**src/logic_arith_pkg.sv**
```systemverilog
package logic_arith_pkg;
  // register byte offsets
  localparam logic [11:0] CTRL_OFF = 12'h000;
  localparam logic [11:0] INSTR_OFF = 12'h004;
  localparam logic [11:0] ACC_OFF = 12'h008;
  localparam logic [11:0] STATUS_OFF = 12'h00C;
  localparam logic [11:0] WDT_OFF = 12'h010;
  localparam logic [11:0] CYCLE_OFF = 12'h014;
  localparam logic [11:0] FILE_BASE = 12'h080;
  // control bit positions
  localparam int CTRL_QUARTER_BIT = 0;
  localparam int CTRL_CARRY_FUSE_BIT = 1;
  localparam int CTRL_PRESC_WDT_BIT = 2;
  localparam logic [2:0] CTRL_RESET = 3'h2;
  // status bit positions
  localparam int ST_OUTFLOW_BIT = 0;
  localparam int ST_NIBBLE_BIT = 1;
  localparam int ST_NULL_BIT = 2;
  localparam int ST_SLEEP_BIT = 3;
  localparam int ST_EXPIRY_BIT = 4;
  localparam logic [7:0] STATUS_RESET = 8'h18;
  // instruction clock divisors
  localparam logic [1:0] DIV_TURBO_LAST = 2'h0;
  localparam logic [1:0] DIV_QUARTER_LAST = 2'h3;
  // upper seven opcode bits
  localparam logic [6:0] OP_AND_FW = 7'h0B;
  localparam logic [6:0] OP_AND_WF = 7'h0A;
  localparam logic [6:0] OP_NOT = 7'h13;
  localparam logic [6:0] OP_OR_FW = 7'h09;
  localparam logic [6:0] OP_OR_WF = 7'h08;
  localparam logic [6:0] OP_XOR_FW = 7'h0D;
  localparam logic [6:0] OP_XOR_WF = 7'h0C;
  localparam logic [6:0] OP_ADD_FW = 7'h0F;
  localparam logic [6:0] OP_ADD_WF = 7'h0E;
  localparam logic [6:0] OP_CLR_F = 7'h03;
  localparam logic [6:0] OP_DEC = 7'h07;
  localparam logic [6:0] OP_DECSKIP = 7'h17;
  localparam logic [6:0] OP_INC = 7'h15;
  localparam logic [6:0] OP_INCSKIP = 7'h1F;
  localparam logic [6:0] OP_ROT_LEFT = 7'h1B;
  localparam logic [6:0] OP_ROT_RIGHT = 7'h19;
  localparam logic [6:0] OP_SUB = 7'h05;
  localparam logic [6:0] OP_SWAP = 7'h1D;
  // literal forms, top four bits
  localparam logic [3:0] OP_AND_LIT = 4'hE;
  localparam logic [3:0] OP_OR_LIT = 4'hD;
  localparam logic [3:0] OP_XOR_LIT = 4'hF;
  // whole-word forms
  localparam logic [11:0] OP_CLR_W = 12'h040;
  localparam logic [11:0] OP_CLR_WDOG = 12'h004;
endpackage

```
**src/logic_arith_instr_exec.sv**
```systemverilog
`timescale 1ns/10ps
// Function
// - instruction rate is clock divided one or four
// - plain instructions take one instruction cycle
// - skip instructions take one or two cycles
// - and into file, accumulator or literal
// - not inverts file operand, updates null flag
// - inclusive or forms, null flag only
// - exclusive or forms, null flag only
// - add with optional carry, three flags
// - sub file minus accumulator, three flags
// - watchdog clear resets counter, sets two flags
// - dec file operand, null flag only
// - inc file operand, null flag only
// - dec, skip on zero, flags untouched
// - inc, skip on zero, flags untouched
// - rotate left through outflow bit
// - rotate right through outflow bit
// - swap nibbles, flags untouched
// - null flag is status bit two
// - outflow bit is status bit zero
// - nibble outflow is status bit one
// - expiry bit four, sleep bit three
module logic_arith_instr_exec
  import logic_arith_pkg::*;
#(
  parameter int FILE_DEPTH = 32
) (
  // clock and reset
  input wire logic ref_clk,
  input wire logic rst,
  // apb slave
  input wire logic psel,
  input wire logic penable,
  input wire logic pwrite,
  input wire logic [11:0] paddr,
  input wire logic [31:0] pwdata,
  output logic [31:0] prdata,
  output logic pready,
  output logic pslverr
);
  import logic_arith_pkg::*;

  logic [7:0] file_mem [FILE_DEPTH];
  logic [2:0] ctrl_reg, ctrl_next;
  logic [11:0] instr_reg, instr_next;
  logic [7:0] acc_reg, acc_next;
  logic [7:0] status_reg, status_next;
  logic [7:0] wdt_reg, wdt_next;
  logic [7:0] presc_reg, presc_next;
  logic [31:0] cycle_reg, cycle_next;
  logic [1:0] div_reg, div_next;
  logic skip_reg, skip_next;
  logic [31:0] prdata_reg, prdata_next;
  logic pready_reg, pready_next;
  logic pslverr_reg, pslverr_next;
  logic mem_we;
  logic [4:0] mem_addr;
  logic [7:0] mem_wdata;

  // alu outputs
  logic [7:0] res, fval, opnd;
  logic wr_file, wr_acc, upd_null, upd_out, upd_nib, out_val, nib_val;
  logic skip_set, wdog_clear;
  logic [8:0] sum9;
  logic [4:0] sum5;
  logic cin;

  logic access, fire, is_instr_wr, hit, tick, wdt_ovf;
  logic [4:0] file_idx;

  function automatic logic file_hit(input logic [11:0] a);
    file_hit = (a >= FILE_BASE) && (a < FILE_BASE + 12'(4 * FILE_DEPTH))
      && (a[1:0] == 2'h0);
  endfunction

  assign access = psel && penable;
  assign is_instr_wr = pwrite && (paddr == INSTR_OFF);
  assign fire = access && pready_reg && is_instr_wr;
  assign file_idx = 5'((paddr - FILE_BASE) >> 2);
  assign hit = file_hit(paddr) || paddr == CTRL_OFF || paddr == INSTR_OFF
    || paddr == ACC_OFF || paddr == STATUS_OFF || paddr == WDT_OFF
    || paddr == CYCLE_OFF;
  assign tick = (div_reg == 2'h0);

  assign fval = file_mem[pwdata[4:0]];

  always_comb begin
    res = 8'h00;
    wr_file = 1'b0;
    wr_acc = 1'b0;
    upd_null = 1'b0;
    upd_out = 1'b0;
    upd_nib = 1'b0;
    out_val = 1'b0;
    nib_val = 1'b0;
    skip_set = 1'b0;
    wdog_clear = 1'b0;
    opnd = pwdata[7:0];
    // carry joins in only with the fuse clear
    cin = ~ctrl_reg[CTRL_CARRY_FUSE_BIT] & status_reg[ST_OUTFLOW_BIT];
    sum9 = {1'b0, fval} + {1'b0, acc_reg} + {8'h00, cin};
    sum5 = {1'b0, fval[3:0]} + {1'b0, acc_reg[3:0]} + {4'h0, cin};
    case (pwdata[11:8])
      OP_AND_LIT: begin
        res = acc_reg & opnd;
        wr_acc = 1'b1;
        upd_null = 1'b1;
      end
      OP_OR_LIT: begin
        res = acc_reg | opnd;
        wr_acc = 1'b1;
        upd_null = 1'b1;
      end
      OP_XOR_LIT: begin
        res = acc_reg ^ opnd;
        wr_acc = 1'b1;
        upd_null = 1'b1;
      end
      default: begin
        upd_null = 1'b1;
        case (pwdata[11:5])
          OP_AND_FW, OP_AND_WF: res = acc_reg & fval;
          OP_NOT: res = fval ^ 8'hFF;
          OP_OR_FW, OP_OR_WF: res = acc_reg | fval;
          OP_XOR_FW, OP_XOR_WF: res = acc_reg ^ fval;
          OP_ADD_FW, OP_ADD_WF: begin
            res = sum9[7:0];
            {upd_out, out_val} = {1'b1, sum9[8]};
            {upd_nib, nib_val} = {1'b1, sum5[4]};
          end
          OP_SUB: begin
            cin = ctrl_reg[CTRL_CARRY_FUSE_BIT] | status_reg[ST_OUTFLOW_BIT];
            sum9 = {1'b0, fval} + {1'b0, ~acc_reg} + {8'h00, cin};
            sum5 = {1'b0, fval[3:0]} + {1'b0, ~acc_reg[3:0]} + {4'h0, cin};
            res = sum9[7:0];
            {upd_out, out_val} = {1'b1, sum9[8]};
            {upd_nib, nib_val} = {1'b1, sum5[4]};
          end
          OP_CLR_F: res = 8'h00;
          OP_DEC: res = fval - 8'h01;
          OP_INC: res = fval + 8'h01;
          OP_DECSKIP: begin
            res = fval - 8'h01;
            upd_null = 1'b0;
            skip_set = (res == 8'h00);
          end
          OP_INCSKIP: begin
            res = fval + 8'h01;
            upd_null = 1'b0;
            skip_set = (res == 8'h00);
          end
          OP_ROT_LEFT: begin
            res = {fval[6:0], status_reg[ST_OUTFLOW_BIT]};
            {upd_null, upd_out, out_val} = {2'h1, fval[7]};
          end
          OP_ROT_RIGHT: begin
            res = {status_reg[ST_OUTFLOW_BIT], fval[7:1]};
            {upd_null, upd_out, out_val} = {2'h1, fval[0]};
          end
          OP_SWAP: begin
            res = {fval[3:0], fval[7:4]};
            upd_null = 1'b0;
          end
          default: upd_null = 1'b0;
        endcase
        // bit 5 of these opcodes selects the file destination
        wr_file = upd_null && pwdata[5];
        wr_acc = upd_null && !pwdata[5];
        if (pwdata[11:5] inside {OP_DECSKIP, OP_INCSKIP, OP_SWAP,
            OP_ROT_LEFT, OP_ROT_RIGHT, OP_NOT, OP_INC, OP_DEC}) begin
          wr_file = 1'b1;
          wr_acc = 1'b0;
        end
        if (pwdata[11:0] == OP_CLR_W) begin
          {res, wr_acc, upd_null} = {8'h00, 2'h3};
        end
        if (pwdata[11:0] == OP_CLR_WDOG) begin
          wdog_clear = 1'b1;
        end
      end
    endcase
  end

  always_comb begin
    ctrl_next = ctrl_reg;
    instr_next = instr_reg;
    acc_next = acc_reg;
    status_next = status_reg;
    skip_next = skip_reg;
    cycle_next = cycle_reg;
    mem_we = 1'b0;
    mem_addr = file_idx;
    mem_wdata = pwdata[7:0];
    // one or four clocks per instruction cycle
    if (ctrl_reg[CTRL_QUARTER_BIT] && div_reg != DIV_QUARTER_LAST) begin
      div_next = div_reg + 2'h1;
    end else begin
      div_next = DIV_TURBO_LAST;
    end
    // a pending instruction holds the bus until its cycle starts
    pready_next = access && !pready_reg && (!is_instr_wr || div_next == 2'h0);
    pslverr_next = pready_next && !hit;
    prdata_next = 32'h0000_0000;
    if (pready_next && !pwrite) begin
      if (file_hit(paddr)) prdata_next = {24'h0, file_mem[file_idx]};
      else if (paddr == CTRL_OFF) prdata_next = {29'h0, ctrl_reg};
      else if (paddr == INSTR_OFF) prdata_next = {20'h0, instr_reg};
      else if (paddr == ACC_OFF) prdata_next = {24'h0, acc_reg};
      else if (paddr == STATUS_OFF) prdata_next = {24'h0, status_reg};
      else if (paddr == WDT_OFF) prdata_next = {24'h0, wdt_reg};
      else if (paddr == CYCLE_OFF) prdata_next = cycle_reg;
    end
    if (access && pready_reg && pwrite) begin
      if (file_hit(paddr)) mem_we = 1'b1;
      if (paddr == CTRL_OFF) ctrl_next = pwdata[2:0];
      if (paddr == ACC_OFF) acc_next = pwdata[7:0];
      if (paddr == STATUS_OFF) status_next = pwdata[7:0];
    end
    if (fire) begin
      instr_next = pwdata[11:0];
      cycle_next = cycle_reg + 32'h1;
      if (skip_reg) begin
        // skipped word only burns its cycle
        skip_next = 1'b0;
      end else begin
        // a taken skip adds the next word's cycle
        skip_next = skip_set;
        mem_we = wr_file;
        mem_addr = pwdata[4:0];
        mem_wdata = res;
        if (wr_acc) acc_next = res;
        if (upd_null) status_next[ST_NULL_BIT] = (res == 8'h00);
        if (upd_out) status_next[ST_OUTFLOW_BIT] = out_val;
        if (upd_nib) status_next[ST_NIBBLE_BIT] = nib_val;
        if (wdog_clear) begin
          status_next[ST_EXPIRY_BIT] = 1'b1;
          status_next[ST_SLEEP_BIT] = 1'b1;
        end
      end
    end
    // timeout clears expiry; it wins over a software write
    if (wdt_ovf) status_next[ST_EXPIRY_BIT] = 1'b0;
  end

  // watchdog counts instruction cycles, optionally through the prescaler
  always_comb begin
    presc_next = presc_reg;
    wdt_next = wdt_reg;
    wdt_ovf = 1'b0;
    if (tick) begin
      if (ctrl_reg[CTRL_PRESC_WDT_BIT]) presc_next = presc_reg + 8'h01;
      if (!ctrl_reg[CTRL_PRESC_WDT_BIT] || presc_reg == 8'hFF) begin
        wdt_next = wdt_reg + 8'h01;
        wdt_ovf = (wdt_reg == 8'hFF);
      end
    end
    if (fire && !skip_reg && wdog_clear) begin
      wdt_next = 8'h00;
      wdt_ovf = 1'b0;
      if (ctrl_reg[CTRL_PRESC_WDT_BIT]) presc_next = 8'h00;
    end
  end

  always_ff @(posedge ref_clk or posedge rst) begin
    if (rst) begin
      ctrl_reg <= CTRL_RESET;
      instr_reg <= 12'h000;
      acc_reg <= 8'h00;
      status_reg <= STATUS_RESET;
      wdt_reg <= 8'h00;
      presc_reg <= 8'h00;
      cycle_reg <= 32'h0000_0000;
      div_reg <= 2'h0;
      skip_reg <= 1'b0;
      prdata_reg <= 32'h0000_0000;
      pready_reg <= 1'b0;
      pslverr_reg <= 1'b0;
      for (int i = 0; i < FILE_DEPTH; i++) file_mem[i] <= 8'h00;
    end else begin
      ctrl_reg <= ctrl_next;
      instr_reg <= instr_next;
      acc_reg <= acc_next;
      status_reg <= status_next;
      wdt_reg <= wdt_next;
      presc_reg <= presc_next;
      cycle_reg <= cycle_next;
      div_reg <= div_next;
      skip_reg <= skip_next;
      prdata_reg <= prdata_next;
      pready_reg <= pready_next;
      pslverr_reg <= pslverr_next;
      if (mem_we) file_mem[mem_addr] <= mem_wdata;
    end
  end

  assign prdata = prdata_reg;
  assign pready = pready_reg;
  assign pslverr = pslverr_reg;
endmodule

```
**config.mk**
```make
export PLATFORM = sky130hd
export DESIGN_NAME = logic_arith_instr_exec
export DESIGN_NICKNAME = d
export VERILOG_FILES = /design/src/logic_arith_pkg.sv /design/src/logic_arith_instr_exec.sv
export SDC_FILE = /design/constraint.sdc
export NUM_CORES = 1
export LEC_CHECK = 0
export BUFFER_PORTS_ARGS = -buffer_cell sky130_fd_sc_hd__buf_4
export CORE_MARGIN = 4
export CORE_UTILIZATION = 30
export DETAILED_ROUTE_END_ITERATION = 16
export HOLD_SLACK_MARGIN = 0.12
export PLACE_DENSITY = 0.53
export SYNTH_ARGS = -nofsm -noshare
export SYNTH_HDL_FRONTEND = slang
export SYNTH_SLANG_ARGS = --single-unit
```
**constraint.sdc**
```tcl
create_clock -name ref_clk -period 26.1 [get_ports ref_clk]
set_input_delay 3.915 -clock ref_clk [delete_from_list [all_inputs] [get_ports ref_clk]]
set_output_delay 3.915 -clock ref_clk [all_outputs]
set_load 0.005 [all_outputs]
```
==> results by stage, run 1 <==
GRT:
- The via count of the first global-routing pass came to 15,590.
- The total routing resource utilization after global routing is 16.91%.
- The first-pass GRT wire length is 101.0 mm.
- Entering global routing, the biggest net connects 168 pins.
- Global routing finished with a remaining overflow of 0.
- The number of antenna violations at the first check in global routing was 1.

Route:
- After detailed routing, the total wire length is 66.50 mm.
- The detail route stage leaves a number of antenna-violating nets equal to 0.
- The routed via count divided by cell count is 5.514.
- The starting DRC count in detailed routing is 1,503.
- The number of iterations in the first detailed-routing pass is 5.
- The post-detailed-route DRC marker count is 0.
- The number of vias in the routed layout is 15,410.
- In the final routed layout, each cell accounts on average for 23.79 um.

Layout:
- The diode insertion count for antenna repair is 0.
- The flip-flop count of the largest register, all copies and words added is 256.
- The layout-stage area growth over the synthesis result is 12.74%.
- The most common cell after layout, fill and taps aside is dfrtp_1.
- Leaving out fill and tap cells, the most frequent cells in the layout are 369 x dfrtp_1, 288 x mux2_2, 137 x nand2_1.
- The core occupancy in the finished layout is 34.23%.
- The proportion of layout cells with a drive suffix above 1 is 33.17%.
- The final cell count without fillers is 2,795.
- At the end of the flow, the number of nets in the layout was 1,915.

Yosys:
- The synthesized design contains 0 enable-type register cells.
- The instance count of the mapped netlist is 1,798.
- The warning count from the yosys run is 0.
- The post-synthesis async set-or-reset flop share is 100.0%.
- The register bit total from synthesis is 372.
- The number of nets handed over by synthesis was 1,900.
- The synthesized netlist contains 94 unique library cells.
- The primary flip-flop cell chosen by synthesis mapping is dfrtp_1.
- The post-synthesis average cell area is 12.11 um^2.
- After synthesis the cells add up to 21,780 um^2.
- Sequential elements use 42.76% of the synthesized area.

Placement:
- The weighted congestion at the end of routability-driven global placement is 0.8528.
- Including well taps, the total number of placed cells is 2,718.
- Timing analysis after detailed placement gives a worst setup slack of 15,940 ps.
- The HPWL after detailed placement is 45.21 mm.
- The number of port buffers is 62.

Critical path:
- For the worst setup path, the data arrival time is 10,090 ps.
- The endpoint class of the critical path is a register.
- The worst reg-to-reg path cell count is 18.
- The kind of critical path is primary input to register.
- In this run the critical register-to-register path is launched from file_mem[64].
- The setup check on the worst reg-to-reg path leaves a slack of 20,320 ps.
- The data required time at the worst endpoint is 26,550 ps.
- The endpoint identified for the worst register-to-register timing path is file_mem[148].
- The kind of start point of the critical path is a primary input.
- In this run the worst path has a maximum fanout of 39.

Timing:
- The smallest setup slack after layout is 16,460 ps.
- The max-slew headroom at the worst pin is 17.44%.
- Setup repair after global routing left no endpoint under its margin.
- Derived from the worst setup path, the maximum achievable clock frequency is 103.8 MHz.
- Subtracting the final worst setup slack from the clock period gives 9638 ps.
- The number of hold violations in the final report is 0.
- The final count of negative-setup-slack endpoints is 0.
- The portion of the clock cycle consumed by the worst path in the final layout is 36.93%.
- The count of pins over their slew limit is 0.
- Setup total negative slack on the finished layout was measured at 0 ps.
- The largest clock skew in the final design is 33.11 ps.
- The slew at the pin closest to its max-slew limit is 1229 ps.

Power:
- Per report_power, the combinational group accounts for 8.2% of the total.
- The switching power is 337.3 uW.
- The leakage power total is 0.01108 uW.
- The worst vdd rail ir drop is 42.98 uV.
- The internal power is 991.8 uW.
- Registers are responsible for 44.2% of the overall power.
- In this run the power density over the cells is 54.13 nW/um^2.
- In this run switching power makes up 25.38% of total power.
- The part of the power in the clock network is 47.6%.

Clocking:
- The later-pin clock latency in the skew report is 590 ps.
- The number of clock sinks is 372.
- The clock tree buffer depth is 3.
- The number of setup buffers added after CTS is 0.
- Post-CTS repair changed the size of 0 cells.
- The CTS root buffer is clkbuf_16.
- Buffers inserted to repair hold after CTS numbered 0.
- The H-tree generated during clock tree synthesis spans 2 levels.
- The CTS buffer count is 43.
- Clock-pin slew was measured on the worst setup and hold paths at 60 ps.
- TritonCTS built the clock tree.

Floorplanning:
- The top-level port count is 83.
- The floorplan has 98 rows.
- The die is 277.4 um wide.
- The die is 277.4 um tall.
- The core region is 71,730 um^2.
- The initial core utilization is 30.36%.
- The floorplan step defined a die boundary enclosing 76,960 um^2.

Min path:
- The worst hold path belongs to the class register to register.
- The startpoint identified for the worst hold timing path is cycle_reg[31].
- The cell count of the worst hold path is 1.
- The capture endpoint of the worst hold path is cycle_reg[31].

Status:
- The run finished with clean final reports.

Flow run:
- The total of max-cap violations is 0.
cell usage after synthesis, types with 6 or more instances:
cell	n	share of area (%)
and3_1	20	0.57
mux2i_1	56	2.6
o221ai_1	6	0.24
and4_1	8	0.32
or2_2	7	0.20
ha_1	49	2.8
inv_1	40	0.69
dfrtp_1	369	42
a21oi_1	60	1.4
a22oi_1	41	1.4
nor2_1	87	1.5
clkbuf_1	59	1.0
a222oi_1	11	0.51
xor2_1	16	0.64
buf_2	28	0.64
mux2_2	288	15
o21ai_0	41	0.94
a221oi_1	15	0.60
nor3_1	26	0.60
and2_1	19	0.55
nand3_1	38	0.87
xnor2_1	34	1.4
or3_1	13	0.37
nand4_1	14	0.40
buf_6	9	0.47
mux2_4	6	0.41
nor4_1	9	0.26
nand2b_1	18	0.52
buf_1	13	0.22
o22ai_1	7	0.20
nor2b_1	9	0.26
mux4_2	112	12
buf_4	6	0.21
a31oi_1	8	0.23
nand2_1	137	2.4
power by group through the flow:
stage	Combinational (uW)	Clock [uW]	Sequential (uW)
floorplan	74.6	0	596
global placement	108	0	597
detailed placement	109	0	598
CTS	110	649	587
global route	119	674	588
finish	110	632	587
critical path, cell delays in order:
cell,delay [ps]
buf_4,540
buf_4,580
mux4_2,580
a22oi_1,370
and3_1,240
or3_1,450
inv_1,340
ha_1,300
a21oi_1,120
o21bai_1,140
a31o_2,300
a21oi_1,150
o21ai_0,120
a221o_1,370
a211oi_1,680
a31oi_2,190
buf_4,280
mux2_2,300
worst max-delay path by stage:
stage               from                         end  slack [ps]
2_1_floorplan        rst  asynchronous set/reset pin       11860
3_3_place_gp   pwdata[1]               file_mem[180]       15970
3_5_place_dp   pwdata[1]               file_mem[244]       15940
4_1_cts        pwdata[1]               file_mem[148]       16520
5_1_grt        pwdata[1]               file_mem[148]       16160
6_report       pwdata[1]                file_mem[31]       16460
logic make-up (layout without fill, tap and decap cells):
group                    Yosys count  after routing  share of synthesized area [%]
multiplexers                     466            466                          29.88
AND/OR/NAND/NOR                  433            433                          10.16
flip-flops                       372            372                          42.76
AO/OA/AOI/OAI                    259            259                          8.343
buffers and inverters            165            212                          3.666
adder cells (fa/ha/maj)           53             53                          3.183
XOR/XNOR                          50             50                          2.011
final cells by class:
type | count | area [um^2]
sequential | 372 | 9313
inverter | 46 | 183.9
timing repair buffer | 89 | 680.7
multi-input combinational | 1261 | 11700
tap | 950 | 1189
clock inverter | 17 | 265.3
fill | 7080 | 47180
clock buffer | 60 | 1220
metal layers:
metal  routed length, um  track usage (%)
met4                1981            5.056
met2               30580            26.59
met5                   0                0
met1               28990            23.11
met3                4944            4.284
metrics by stage:
| step | power, uW | instance area, um^2 | hold slack (ps) |
|---|---|---|---|
| final | 1329 | 24550 | 461.4 |
| after detailed placement | 707.2 | 23070 | 458.0 |
| after floorplan | 670.5 | 21780 | 437.4 |
| after global routing | 1380 | 24550 | 497.3 |
| after CTS | 1346 | 24550 | 467.0 |
| after global placement | 705.3 | 23070 | 456.9 |
No activity file was read; power rests on OpenSTA's default activity.
==> run 2, diff against run 1 <==
--- a/config.mk
+++ b/config.mk
@@ -10,7 +10,7 @@
 export CORE_UTILIZATION = 30
 export DETAILED_ROUTE_END_ITERATION = 16
 export HOLD_SLACK_MARGIN = 0.12
-export PLACE_DENSITY = 0.53
+export PLACE_DENSITY = 0.54
 export SYNTH_ARGS = -nofsm -noshare
 export SYNTH_HDL_FRONTEND = slang
 export SYNTH_SLANG_ARGS = --single-unit
==> constraint.sdc (replaced) <==
create_clock -name ref_clk -period 8.68 [get_ports ref_clk]
set_input_delay 1.302 -clock ref_clk [delete_from_list [all_inputs] [get_ports ref_clk]]
set_output_delay 1.302 -clock ref_clk [all_outputs]
set_load 0.005 [all_outputs]
==> run 2 against run 1 <==
  * Sequential share of layout area down 0.17 points
  * Utilization rose by 0.15 points
  * Sequential cell count unchanged
  * Global-route usage is 0.17 points lower
  * Routed wire length fell by 0.96%
  * Setup slack got worse by 14000 ps
  * Clock skew decreased by 11 ps
  * Critical path type unchanged
  * Critical endpoint is now file_mem[148]
==> results by stage, run 2 (same netlist as run 1, synthesis figures left out) <==
GRT:
- The number of antenna violations at the first check in global routing is 0 (was 1).
- The first-pass GRT wire length came to 100.8 mm (was 101.0 mm).
- The total routing resource utilization after global routing is 16.74% (was 16.91%).
- The total grt overflow is 0 (unchanged).
- The via count of the first global-routing pass is 15,540 (was 15,590).
- The maximum number of pins on one net before global-route repair is 186 (was 168).

Critical path:
- The total buffers and inverters traversed by the critical path is 4 (unchanged).
- The slowest cell on the critical path is and2_0 (was a211oi_1).
- The beginning of the worst register-to-register path is file_mem[64] (unchanged).
- Sequence of cells on the critical path: buf_4 -> and2_0 -> a22oi_1 -> a21oi_1 -> or3_1 -> inv_1 -> fa_1 -> inv_1 -> fa_1 -> nor2b_1 -> o21ai_0 -> a21oi_1 -> a211oi_1 -> o221ai_1 -> a2111oi_0 -> o211a_1 -> o21ai_2 -> buf_4 -> mux2_2 (was buf_4 -> buf_4 -> mux4_2 -> a22oi_1 -> and3_1 -> or3_1 -> inv_1 -> ha_1 -> a21oi_1 -> o21bai_1 -> a31o_2 -> a21oi_1 -> o21ai_0 -> a221o_1 -> a211oi_1 -> a31oi_2 -> buf_4 -> mux2_2).
- The slack of the worst reg-to-reg path was 3330 ps (was 20,320 ps).
- The endpoint class of the critical path is a register (unchanged).
- The kind of start point of the critical path is a primary input (unchanged).
- The arrival time at the worst endpoint came to 7140 ps (was 10,090 ps).
- The cell family contributing the most delay on the critical path is compound AO/OA/AOI/OAI gates (unchanged).
- The capturing point of the worst reg2reg path is file_mem[148] (unchanged).
- The delay of the slowest cell on the worst path is 800 ps (was 680 ps).
- The cell depth of the worst setup path came to 19 (was 18).
- The worst reg-to-reg path cell count is 18 (unchanged).
- The top fanout value on the critical path came to 39 (unchanged).
- The timing startpoint of the critical path was pwdata[1] (unchanged).
- The kind of critical path was primary input to register (unchanged).
- The data required time at the worst endpoint is 9160 ps (was 26,550 ps).
- The critical path endpoint was file_mem[148] (was file_mem[31]).

Power:
- The worst vdd rail ir drop came to 132.8 uV (was 42.98 uV).
- The switching power was 1030 uW (was 337.3 uW).
- The power per standard cell area is 165.6 nW/um^2 (was 54.13 nW/um^2).
- The part of the power in the clock network is 48.7% (was 47.6%).
- The proportion of total power due to net switching is 25.22% (was 25.38%).
- The leakage power total was 0.01114 uW (was 0.01108 uW).
- The internal power is 3053 uW (was 991.8 uW).
- The combinational fraction of design power is 8.0% (was 8.2%).
- The fraction of power consumed by sequential logic is 43.2% (was 44.2%).

Clocking:
- The clock tree buffer depth is 3 (unchanged).
- The TritonCTS clock tree was done (unchanged).
- The clock-pin slew of the registers on the worst-case setup and hold paths was 60 ps (about the same).
- The number of clock sinks is 372 (unchanged).
- The later-pin clock latency in the skew report came to 600 ps (was 590 ps).
- The CTS root buffer is clkbuf_16 (unchanged).
- The CTS buffer count is 43 (unchanged).
- The post-cts gate resize count is 0 (unchanged).
- The H-tree depth is 2 (unchanged).
- The count of hold-fix buffers inserted at cts came to 0 (unchanged).
- The buffers inserted during post-CTS setup optimization is 0 (unchanged).

Flow run:
- The total of max-cap violations was 0 (unchanged).

Floorplanning:
- The vertical die dimension is 277.4 um (unchanged).
- The floorplan row count is 98 (unchanged).
- The initial core utilization is 30.36% (unchanged).
- The floorplan die area is 76,960 um^2 (unchanged).
- The chip width was 277.4 um (unchanged).
- The core area is 71,730 um^2 (unchanged).
- The top-level port count is 83 (unchanged).

Route:
- The routed wire length per instance is 23.52 um (was 23.79 um).
- The remaining antenna violation count after routing is 0 (unchanged).
- The number of iterations in the first detailed-routing pass is 7 (was 5).
- The starting DRC count in detailed routing is 1,516 (was 1,503).
- The met2 wire length was 31.39 mm (was 30.58 mm).
- The post-detailed-route DRC marker count came to 0 (unchanged).
- The number of vias in the routed layout came to 15,400 (was 15,410).
- The routed via count divided by cell count is 5.500 (was 5.514).
- The highest signal layer in the routed design is met4 (unchanged).
- The wire length on met3 is 3.895 mm (was 4.944 mm).
- The total routed wire length on the met1 layer is 29.22 mm (was 28.99 mm).
- The post-detailed-routing wire length is 65.87 mm (was 66.50 mm).

Timing:
- Unrepaired setup endpoints after global routing: no (unchanged).
- The slew at the pin closest to its max-slew limit is 1219 ps (was 1229 ps).
- In the finished design, the share of the clock period the worst path needs comes to 76.76%.
- The summed negative setup slack over all endpoints is 0 ps (unchanged).
- The max-slew headroom at the worst pin is 18.09% (was 17.44%).
- The final count of negative-setup-slack endpoints came to 0 (unchanged).
- The clock period minus worst slack is 6663 ps.
- The number of hold violations in the final report is 0 (unchanged).
- Derived from the worst setup path, the maximum achievable clock frequency is 150.1 MHz.
- The count of pins over their slew limit is 0 (unchanged).
- The largest clock skew in the final design is 22.53 ps (was 33.11 ps).

Placement:
- The final HPWL from detailed placement is 45.31 mm (was 45.21 mm).
- The weighted congestion at the end of routability-driven global placement is 0.8535 (was 0.8528).
- The cell area reported after detailed placement is 23,090 um^2 (was 23,070 um^2).
- The number of port buffers was 62 (unchanged).

Layout:
- The post-layout instance area came to 24,660 um^2 (was 24,550 um^2).
- The final layout net count was 1,917 (was 1,915).
- The proportion of layout cells with a drive suffix above 1 is 33.42% (was 33.17%).
- The flip-flop count of the largest register, all copies and words added is 256 (unchanged).
- The most common cell after layout, fill and taps aside is dfrtp_1 (unchanged).
- Most used cells in the layout excluding fill and tap cells: 369 x dfrtp_1, 288 x mux2_2, 137 x nand2_1 (unchanged).
- The layout-stage area growth over the synthesis result is 13.25% (was 12.74%).
- The final-layout fill cell count came to 7,069 (was 7,080).

Status:
- Outcome: finished, final reports clean (unchanged).

Min path:
- The class of the most critical hold timing path is register to register (unchanged).
run 2: worst min-delay path by stage:
stage	end	cells past startpoint	slack (ps)	from
2_1_floorplan	cycle_reg[31]	1	440	cycle_reg[31]
3_3_place_gp	cycle_reg[31]	1	460	cycle_reg[31]
3_5_place_dp	cycle_reg[31]	1	460	cycle_reg[31]
4_1_cts	cycle_reg[31]	1	470	cycle_reg[31]
5_1_grt	cycle_reg[31]	1	490	cycle_reg[31]
6_report	cycle_reg[31]	1	470	cycle_reg[31]
run 2: per-stage QoR:
| stage | power, uW | worst slack (ps) | utilization [%] | hold slack [ps] | instances |
|---|---|---|---|---|---|
| after global placement | 2120 | 1588 | 32.19 | 458.0 | 2720 |
| after global routing | 4232 | 1760 | 34.38 | 487.7 | 2799 |
| final | 4083 | 2017 | 34.38 | 471.2 | 2800 |
| after detailed placement | 2125 | 1537 | 32.19 | 461.6 | 2720 |
| after floorplan | 2017 | 2386 | - | 437.4 | 1798 |
| after CTS | 4135 | 2159 | 34.38 | 473.5 | 2799 |
run 2: cell type report:
type	count	area (um^2)	area share, %
Timing Repair Buffer	91	708.2	2.871
Clock inverter	17	301.5	1.223
Inverter	46	180.2	0.7306
Sequential cell	372	9313	37.76
Tap cell	950	1189	4.820
Clock buffer	62	1267	5.139
Antenna cell	1	2.502	0.01015
Multi-Input combinational cell	1261	11700	47.45
run 2: routing by layer:
| metal | GRT usage, % | vias to the layer above |
|---|---|---|
| li1 | - | 6788 |
| met1 | 23.64 | 8027 |
| met2 | 27.08 | 500 |
| met3 | 2.744 | 85 |
| met4 | 3.906 | 0 |
| met5 | 0 | - |
run 2: power groups by stage:
| stage | registers (uW) | clock network, uW | logic [uW] |
|---|---|---|---|
| 6_report | 1770 | 1990 | 328 |
| 5_1_grt | 1770 | 2110 | 357 |
| 4_1_cts | 1770 | 2040 | 328 |
| 3_5_place_dp | 1800 | 0 | 327 |
| 3_3_place_gp | 1800 | 0 | 324 |
| 2_1_floorplan | 1790 | 0 | 224 |
